[config.mk]
export PLATFORM = sky130hd
export DESIGN_NAME = ccp_pwm
export DESIGN_NICKNAME = d
export VERILOG_FILES = /design/src/shared/ccp_pwm_pkg.sv /design/src/rtl/ccp_pwm.sv /design/src/rtl/pwm_timebase.sv
export SDC_FILE = /design/constraint.sdc
export NUM_CORES = 1
export LEC_CHECK = 0
export BUFFER_PORTS_ARGS = -buffer_cell sky130_fd_sc_hd__buf_2
export CAP_MARGIN = 20
export CORE_AREA = 5 5 139 141
export DETAILED_ROUTE_END_ITERATION = 7
export DIE_AREA = 0 0 144 146
export PLACE_DENSITY = 0.71
export SLEW_MARGIN = 0
export SYNTH_ARGS = -nofsm -noshare
export SYNTH_HDL_FRONTEND = slang
export SYNTH_SLANG_ARGS = --single-unit
[constraint.sdc]
create_clock -name clk_sys -period 5.6 [get_ports clk_sys]
set_input_delay 0 -clock clk_sys [delete_from_list [all_inputs] [get_ports clk_sys]]
set_output_delay 0 -clock clk_sys [all_outputs]
set_load 0.1 [all_outputs]
[src/shared/ccp_pwm_pkg.sv]
package ccp_pwm_pkg;

	// Bus geometry
	localparam int BUS_W  = 32;
	localparam int ADDR_W = 8;

	// Register byte offsets
	localparam logic [7:0] OFF_CONTROL   = 8'h00;
	localparam logic [7:0] OFF_DUTY_LOW  = 8'h04;
	localparam logic [7:0] OFF_DUTY_HIGH = 8'h08;
	localparam logic [7:0] OFF_TSEL      = 8'h0c;
	localparam logic [7:0] OFF_PIN_DIR   = 8'h10;
	localparam logic [7:0] OFF_FLAGS     = 8'h14;
	localparam logic [7:0] OFF_TMR_BASE  = 8'h20;
	localparam logic [7:0] OFF_TMR_STEP  = 8'h10;
	localparam logic [7:0] OFF_TMR_CON   = 8'h00;
	localparam logic [7:0] OFF_TMR_PER   = 8'h04;
	localparam logic [7:0] OFF_TMR_CNT   = 8'h08;

	// Control register fields
	localparam int CTL_EN   = 7;
	localparam int CTL_OE   = 6;
	localparam int CTL_OUT  = 5;
	localparam int CTL_ALIGN = 4;
	localparam int CTL_MODE = 0;
	localparam logic [1:0] MODE_PWM_TOP = 2'b11;

	// Timer control fields
	localparam int TCON_ON   = 7;
	localparam int TCON_PRESCALE = 4;

	// Timer source codes
	localparam logic [1:0] TSEL_NONE = 2'b11;

	// Reset values
	localparam logic [7:0] RST_CONTROL = 8'h00;
	localparam logic [7:0] RST_DUTY    = 8'h00;
	localparam logic [1:0] RST_TSEL    = 2'b00;
	localparam logic       RST_PIN_DIR = 1'b1;
	localparam logic [7:0] RST_TCON    = 8'h00;
	localparam logic [7:0] RST_PERIOD  = 8'hff;

	// Timers run from the instruction clock, one tick every INSTR_DIV system clocks
	localparam int         INSTR_DIV   = 4;
	localparam logic [1:0] PHASE_LAST  = 2'(INSTR_DIV - 1);
	localparam int         NUM_TIMERS  = 3;

	typedef struct packed {
		logic [6:0] pre;
		logic [7:0] count;
		logic       periodEnd;
	} timer_state_t;

endpackage

[src/rtl/ccp_pwm.sv]
// Overview of operation
// - PWM waveform on the output pin with up to 10-bit duty resolution.
// - Time base chosen independently from one of three 8-bit auto-reload timers.
// - Period is (period register + 1) times four clocks times prescale.
// - After timer equals period: clear timer, set pin unless duty zero, latch duty.
// - Right alignment: duty[9:8] from high byte [1:0], duty[7:0] from low byte.
// - Left alignment: duty[1:0] from low byte [7:6], duty[9:2] from high byte.
// - Duty bytes writable anytime; new duty takes effect only at period end.
// - Time base appends clock phase bits at 1:1 prescale, pre[0] and phase[1] at 1:2, else prescaler bits.
// - Pin clears when the 10-bit time base equals the latched duty.
// - Duty above period leaves the pin unchanged through the period.
// - Resolution is log2(4*(period+1)), full ten bits only at period 255.
// - Timer postscaler has no effect on PWM period or frequency.
// - Reset restores register defaults and puts the pin in input direction.
// - PWM signal is routed internally to other peripherals.
// - Writing zero to the control register releases the output pin.
// - Mode field with both upper bits set selects PWM operation.
// - Timer source codes 00, 01, 10 select timers one to three; 11 reserved.
`timescale 1ns/1ps
module ccp_pwm (
	// Clock and reset
	input  wire logic                              clk_sys,
	input  wire logic                              rst,
	// AHB-Lite slave
	input  wire logic                              hsel,
	input  wire logic [ccp_pwm_pkg::BUS_W-1:0]     haddr,
	input  wire logic [1:0]                        htrans,
	input  wire logic                              hwrite,
	input  wire logic [2:0]                        hsize,
	input  wire logic [ccp_pwm_pkg::BUS_W-1:0]     hwdata,
	input  wire logic                              hready,
	output logic                                   hreadyout,
	output logic                                   hresp,
	output logic      [ccp_pwm_pkg::BUS_W-1:0]     hrdata,
	// Output pin toward the load
	output logic                                   pinOut,
	output logic                                   pinOe,
	// Internal PWM signal for other peripherals
	output logic                                   pwmSignal
);
	import ccp_pwm_pkg::*;

	typedef struct packed {
		logic [7:0]                  control;
		logic [7:0]                  dutyLow;
		logic [7:0]                  dutyHigh;
		logic [1:0]                  timerSel;
		logic                        pinDir;
		logic [NUM_TIMERS-1:0]       matchFlags;
		logic [NUM_TIMERS-1:0][7:0]  timerCon;
		logic [NUM_TIMERS-1:0][7:0]  timerPeriod;
		logic [9:0]                  dutyLatch;
		logic                        pwm;
		logic                        pinOut;
		logic                        pinOe;
		logic [1:0]                  phase;
		logic [ADDR_W-1:0]           addr;
		logic                        wrPend;
		logic                        rdPend;
		logic                        ready;
		logic [BUS_W-1:0]            rdata;
	} ccp_state_t;

	ccp_state_t                  st_ff;
	ccp_state_t                  nxt_st;
	logic [NUM_TIMERS-1:0][7:0]  tmrCount;
	logic [NUM_TIMERS-1:0][1:0]  tmrSub;
	logic [NUM_TIMERS-1:0]       tmrEnd;
	logic                        accept;
	logic                        pwmMode;
	logic                        selValid;
	logic                        selEnd;
	logic [9:0]                  selBase;
	logic [9:0]                  dutyWord;
	logic [7:0]                  wrByte;
	logic [7:0]                  tmrAddr;
	logic [BUS_W-1:0]            readVal;

	genvar g;
	generate
		for (g = 0; g < NUM_TIMERS; g++)
		begin : gen_timer
			// Postscaler bits are never passed on
			pwm_timebase u_timebase (
				.clk_sys   (clk_sys),
				.rst       (rst),
				.phase     (st_ff.phase),
				.timerOn   (st_ff.timerCon[g][TCON_ON]),
				.prescale  (st_ff.timerCon[g][TCON_PRESCALE+:3]),
				.period    (st_ff.timerPeriod[g]),
				.count     (tmrCount[g]),
				.subBits   (tmrSub[g]),
				.periodEnd (tmrEnd[g])
			);
		end
	endgenerate

	always_comb
	begin
		nxt_st = st_ff;
		wrByte = hwdata[7:0];
		tmrAddr = 8'h00;
		readVal = '0;
		nxt_st.phase = st_ff.phase + 2'd1;

		// Register write, data phase of an accepted write
		if (st_ff.wrPend)
		begin
			case (st_ff.addr)
				OFF_CONTROL:   nxt_st.control = wrByte & ~(8'h01 << CTL_OUT);
				OFF_DUTY_LOW:  nxt_st.dutyLow = wrByte;
				OFF_DUTY_HIGH: nxt_st.dutyHigh = wrByte;
				OFF_TSEL:      nxt_st.timerSel = wrByte[1:0];
				OFF_PIN_DIR:   nxt_st.pinDir = wrByte[0];
				OFF_FLAGS:     nxt_st.matchFlags = st_ff.matchFlags & ~wrByte[NUM_TIMERS-1:0];
				default:       nxt_st.control = st_ff.control;
			endcase
			for (int i = 0; i < NUM_TIMERS; i++)
			begin
				tmrAddr = 8'(OFF_TMR_BASE + i * OFF_TMR_STEP);
				if (st_ff.addr == tmrAddr + OFF_TMR_CON)
					nxt_st.timerCon[i] = wrByte;
				if (st_ff.addr == tmrAddr + OFF_TMR_PER)
					nxt_st.timerPeriod[i] = wrByte;
			end
		end

		// A period end sets its flag even in the cycle software clears it
		for (int i = 0; i < NUM_TIMERS; i++)
		begin
			if (tmrEnd[i])
				nxt_st.matchFlags[i] = 1'b1;
		end

		// Read mux; bits above the register width read as zero
		case (st_ff.addr)
			OFF_CONTROL:
			begin
				readVal[7:0] = st_ff.control;
				readVal[CTL_OUT] = st_ff.pwm;
			end
			OFF_DUTY_LOW:  readVal[7:0] = st_ff.dutyLow;
			OFF_DUTY_HIGH: readVal[7:0] = st_ff.dutyHigh;
			OFF_TSEL:      readVal[1:0] = st_ff.timerSel;
			OFF_PIN_DIR:   readVal[0] = st_ff.pinDir;
			OFF_FLAGS:     readVal[NUM_TIMERS-1:0] = st_ff.matchFlags;
			default:       readVal = '0;
		endcase
		for (int i = 0; i < NUM_TIMERS; i++)
		begin
			tmrAddr = 8'(OFF_TMR_BASE + i * OFF_TMR_STEP);
			if (st_ff.addr == tmrAddr + OFF_TMR_CON)
				readVal[7:0] = st_ff.timerCon[i];
			if (st_ff.addr == tmrAddr + OFF_TMR_PER)
				readVal[7:0] = st_ff.timerPeriod[i];
			if (st_ff.addr == tmrAddr + OFF_TMR_CNT)
				readVal[7:0] = tmrCount[i];
		end

		// Bus handshake: reads take one wait state so that a write just
		// before them is already visible
		accept = hsel && hready && htrans[1];
		nxt_st.wrPend = accept && hwrite;
		nxt_st.rdPend = accept && !hwrite;
		if (accept)
			nxt_st.addr = haddr[ADDR_W-1:0];
		nxt_st.ready = !(accept && !hwrite);
		if (st_ff.rdPend)
			nxt_st.rdata = readVal;

		// Time base selection
		selValid = st_ff.timerSel != TSEL_NONE;
		selEnd = 1'b0;
		selBase = 10'h000;
		for (int i = 0; i < NUM_TIMERS; i++)
		begin
			if (selValid && st_ff.timerSel == 2'(i))
			begin
				selEnd = tmrEnd[i];
				selBase = {tmrCount[i], tmrSub[i]};
			end
		end

		// Duty alignment in the register pair
		if (st_ff.control[CTL_ALIGN])
			dutyWord = {st_ff.dutyHigh, st_ff.dutyLow[7:6]};
		else
			dutyWord = {st_ff.dutyHigh[1:0], st_ff.dutyLow};

		// Waveform; period length and resolution follow from the timer
		pwmMode = st_ff.control[CTL_EN]
			&& st_ff.control[CTL_MODE+2+:2] == MODE_PWM_TOP;
		if (!pwmMode)
		begin
			nxt_st.pwm = 1'b0;
		end
		else if (selEnd)
		begin
			nxt_st.dutyLatch = dutyWord;
			nxt_st.pwm = dutyWord != 10'h000;
		end
		else if (selBase == st_ff.dutyLatch)
		begin
			// A latched duty beyond the period never matches, so the pin holds
			nxt_st.pwm = 1'b0;
		end

		// Pin drive; a cleared control register drops the enable
		nxt_st.pinOut = nxt_st.pwm;
		nxt_st.pinOe = pwmMode && st_ff.control[CTL_OE] && !st_ff.pinDir;
	end

	always_ff @(posedge clk_sys or posedge rst)
	begin
		if (rst)
		begin
			st_ff <= '0;
			st_ff.control <= RST_CONTROL;
			st_ff.dutyLow <= RST_DUTY;
			st_ff.dutyHigh <= RST_DUTY;
			st_ff.timerSel <= RST_TSEL;
			st_ff.pinDir <= RST_PIN_DIR;
			st_ff.timerCon <= {NUM_TIMERS{RST_TCON}};
			st_ff.timerPeriod <= {NUM_TIMERS{RST_PERIOD}};
			st_ff.ready <= 1'b1;
		end
		else
		begin
			st_ff <= nxt_st;
		end
	end

	assign hreadyout = st_ff.ready;
	assign hresp     = 1'b0;
	assign hrdata    = st_ff.rdata;
	assign pinOut    = st_ff.pinOut;
	assign pinOe     = st_ff.pinOe;
	assign pwmSignal = st_ff.pwm;

endmodule

[src/rtl/pwm_timebase.sv]
`timescale 1ns/1ps
module pwm_timebase (
	// Clock and reset
	input  wire logic       clk_sys,
	input  wire logic       rst,
	// Instruction clock phase
	input  wire logic [1:0] phase,
	// Timer configuration
	input  wire logic       timerOn,
	input  wire logic [2:0] prescale,
	input  wire logic [7:0] period,
	// Time base
	output logic      [7:0] count,
	output logic      [1:0] subBits,
	output logic            periodEnd
);
	import ccp_pwm_pkg::*;

	timer_state_t st_ff;
	timer_state_t nxt_st;
	logic [6:0]   preMask;
	logic [6:0]   preShift;

	always_comb
	begin
		nxt_st = st_ff;
		nxt_st.periodEnd = 1'b0;
		preMask = 7'((8'h01 << prescale) - 8'h01);
		if (!timerOn)
		begin
			nxt_st.pre = 7'h00;
		end
		else if (phase == PHASE_LAST)
		begin
			if ((st_ff.pre & preMask) == preMask)
			begin
				nxt_st.pre = 7'h00;
				if (st_ff.count == period)
				begin
					// Match ends the period on the following increment
					nxt_st.count = 8'h00;
					nxt_st.periodEnd = 1'b1;
				end
				else
				begin
					nxt_st.count = st_ff.count + 8'h01;
				end
			end
			else
			begin
				nxt_st.pre = st_ff.pre + 7'h01;
			end
		end
		// Two sub-count bits extend the 8-bit count to ten bits
		preShift = st_ff.pre >> (prescale - 3'd2);
		case (prescale)
			3'd0: subBits = phase;
			3'd1: subBits = {st_ff.pre[0], phase[1]};
			default: subBits = preShift[1:0];
		endcase
	end

	always_ff @(posedge clk_sys or posedge rst)
	begin
		if (rst)
			st_ff <= '0;
		else
			st_ff <= nxt_st;
	end

	assign count     = st_ff.count;
	assign periodEnd = st_ff.periodEnd;

endmodule

==> results.md <==
* Clock skew at 0.01343 ns
* Slew headroom at 32.48%
* Final Hold Slack at 0.04437 ns
* DIE AREA at 0.02102 mm²
* Syn_area_per_cell at 9.599 µm²
* Highest clock rate at 0.2963 GHz
* Routed wire length at 25.55 mm
* Global placement routability congestion at 0.9655
* Initial antenna violation count at 0
* Layout area overhead at 8.508%
* Vias in the first global route at 7239
* Synth Instances at 1005
* Final net count at 1101
* Clock sinks at 158
* Placed instance area at 0.009754 mm²
* RSZ-0062 raised after global routing: false
* FF+latch count, synth at 158
* Req. time, crit path at 5.94 ns
* Met3 Resource Use GR at 5.455%
* Top FF cell, synth: dfrtp_1
* Status: finished clean
* Power Dens Cells at 288.3 mW/mm²
* Number of synthesized flops with an enable pin at 0
* Worst Path Max Fanout at 17
* Tot GR Track Use at 24.87%
* Drt initial violations at 814
* Ant. Diodes at 0
* Worst skew pair latency at 0.44 ns
* Mapped Area at 0.009647 mm²
* # IOs at 111
* Synth warn at 0
* Sum Neg Setup Slack at 0 ns
* Worst R2R Start: st_ff[102]
* Reported max-cap violation count at 0
* GR Layer Usage met2 at 37.13%
* Remaining antenna violation count after routing at 0
* Vias per cell at 6.211
* Total CTS buffers at 17
* GR peak layer: met2
* Root Buffer: clkbuf_16
* Final worst setup slack at 2.225 ns
* Average wire per standard cell at 20.44 µm
* Die Width at 144 µm
* DP Cell Count at 1205
* Library cells used by synthesis at 69
* IO buf count at 33
* Hold_sp: hwdata[6]
* Clk buf depth at 2
* Register area share after synthesis at 41.32%
* Crit path launch: st_ff[102]
* TritonRoute pass-1 iters at 8
* Post-CTS Resized at 0
* FP Rows at 49
* Core ar. at 0.01784 mm²
* Endpoints failing setup at 0
* Worst-case vdd ir drop at 0.0002444 V
* Critical path class: flop to flop
* Tightest Pin Transition at 0.9873 ns
* Die height at 146 µm
* Clk slew on worst S/H paths at 0.08 ns
* Initial core utilization at 54.07%
* Finished Core Util at 58.67%
* Max Transition Viols Final at 0
* Htree depth at 4
* Period Utilization, post-route at 60.26%
* Fraction of registers with async set/reset at 100.0%
* Global-route wire length before repair at 40.96 mm
* Pre-CTS setup slack at 2.296 ns
* Vias at 7764
* Non-Filler Instances at 1250
* Critical path arrival at 3.71 ns
* Tot Pwr at 3.018 mW
* Worst hold path type: primary input to flop
* Leak at 4.344 nW
* Minimum clock period at 3.375 ns
* CTS tree: yes
* Startpoint types: flop
* Critical path endpoint category: flop
* # DRC at 0
* Pin count of the biggest net entering global routing at 107
* Met1 Usage GRT at 36.81%
* GR Overflow Total at 0
* Share of cells above drive strength 1 at 19.39%
* Fin area at 0.01047 mm²
* DP HPWL at 17.61 mm
* Final hold vios at 0
==> sequential cells by signal (all words and copies together) (netlist names) <==
name                            cells
st_ff                              99
gen_timer.u_timebase.count         24
gen_timer.u_timebase.st_ff         21
hrdata                              8
gen_timer.u_timebase.periodEnd      3
hreadyout                           1
pinOe                               1
pinOut                              1
==> cell usage after synthesis, drive strengths merged (7+ instances only) <==
master,instances,share of area (%)
a21oi,35,1.8
a22oi,9,0.75
a31oi,11,0.71
and3,17,1.1
buf,40,2.9
clkbuf,50,1.9
dfrtp,132,34
dfstp,26,7.1
ha,19,2.5
inv,19,0.74
mux2,85,9.9
mux2i,38,3.9
nand2,84,3.3
nand2b,20,1.3
nand3,29,1.5
nand3b,12,0.93
nand4,13,0.84
nor2,71,2.8
nor2b,21,1.4
nor3,17,1.1
nor3b,7,0.54
nor4,8,0.52
o21ai,96,5.0
o221ai,7,0.64
o22ai,11,0.71
o31ai,9,0.70
xnor2,27,2.5
xor2,19,1.7
==> where the power goes <==
group | leakage, nW | switching (mW) | internal, mW | total [mW]
Clock | 0.287 | 0.554 | 0.600 | 1.15
Combinational | 2.09 | 0.393 | 0.163 | 0.556
Sequential | 1.96 | 0.100 | 1.21 | 1.31
==> kinds of logic after synthesis <==
logic type	Yosys count	share of synthesized area, %
AOI/OAI and AO/OA	225	14.59
xor gates and xnor gates	46	4.176
adders and majority gates	19	2.464
buffers and inverters	109	5.603
DFF	158	41.32
muxes	128	15.03
other	1	0.03887
and+or+nand+nor	319	16.77
==> placed cells by master, fill, tap and decap left out, types with 4 or more instances in the layout <==
master	n
nand4_1	13
mux2_2	85
nor4_1	8
xnor2_1	27
dlygate4sd3_1	13
buf_2	33
o22ai_1	11
nor2b_1	21
inv_8	8
nand3b_1	12
conb_1	25
and3_1	17
nor2_1	70
inv_1	18
o221ai_1	7
buf_4	4
nor3_1	14
o31ai_1	9
a21o_1	6
nand3_1	29
mux2i_1	38
a22o_1	6
a22oi_1	8
clkbuf_16	17
nand2_1	84
nor3b_1	7
mux4_2	5
a31oi_1	11
a21oi_1	35
or3_1	4
ha_1	19
dfstp_2	26
dfrtp_1	132
xor2_1	19
o21ai_0	96
inv_6	4
nand2b_1	20
==> metal layers <==
metal	part of all wire, %	up-vias
met3	7.2	63
met4	2.3	0
li1	-	3582
met1	44	3785
met2	46	334
met5	0	-
==> worst paths after layout <==
kind | end | depth (start not counted) | slack, ns
max reg2reg | gen_timer[2].u_timebase.count[4] | 9 | 2.23
min | st_ff[118] | 2 | 0.04
min in group asynchronous | gen_timer[0].u_timebase.st_ff[12] | 3 | 0.34
max in group asynchronous | gen_timer[2].u_timebase.count[1] | 4 | 4.01
min reg2reg | st_ff[108] | 1 | 0.49
max | gen_timer[2].u_timebase.count[4] | 9 | 2.23
==> final cells by class <==
| cell class | instances | area, µm² |
|---|---|---|
| fillers | 1528 | 7373 |
| multi-input cells | 762 | 5210 |
| flip-flops and latches | 158 | 3986 |
| clock buffers | 17 | 425.4 |
| repair buffers | 50 | 325.3 |
| well taps | 229 | 286.5 |
| clock inverters | 15 | 157.7 |
| inverters | 19 | 76.32 |
==> worst max-delay path, cell delays in order (launching register included) <==
cell	delay, ns
dfrtp_1	0.60
nor3_1	0.46
inv_1	0.12
ha_1	0.28
and2_1	0.17
o21ai_0	0.16
a21oi_1	0.10
or4_1	0.73
or2_1	0.39
o31ai_1	0.25
==> repair_timing <==
action | 4_1_cts | 5_1_grt
endpoints found under the hold margin | 112 | 0
hold buffers | 13 | 0
buffers inserted | 0 | 0
Power figures use the tool's default switching activity.
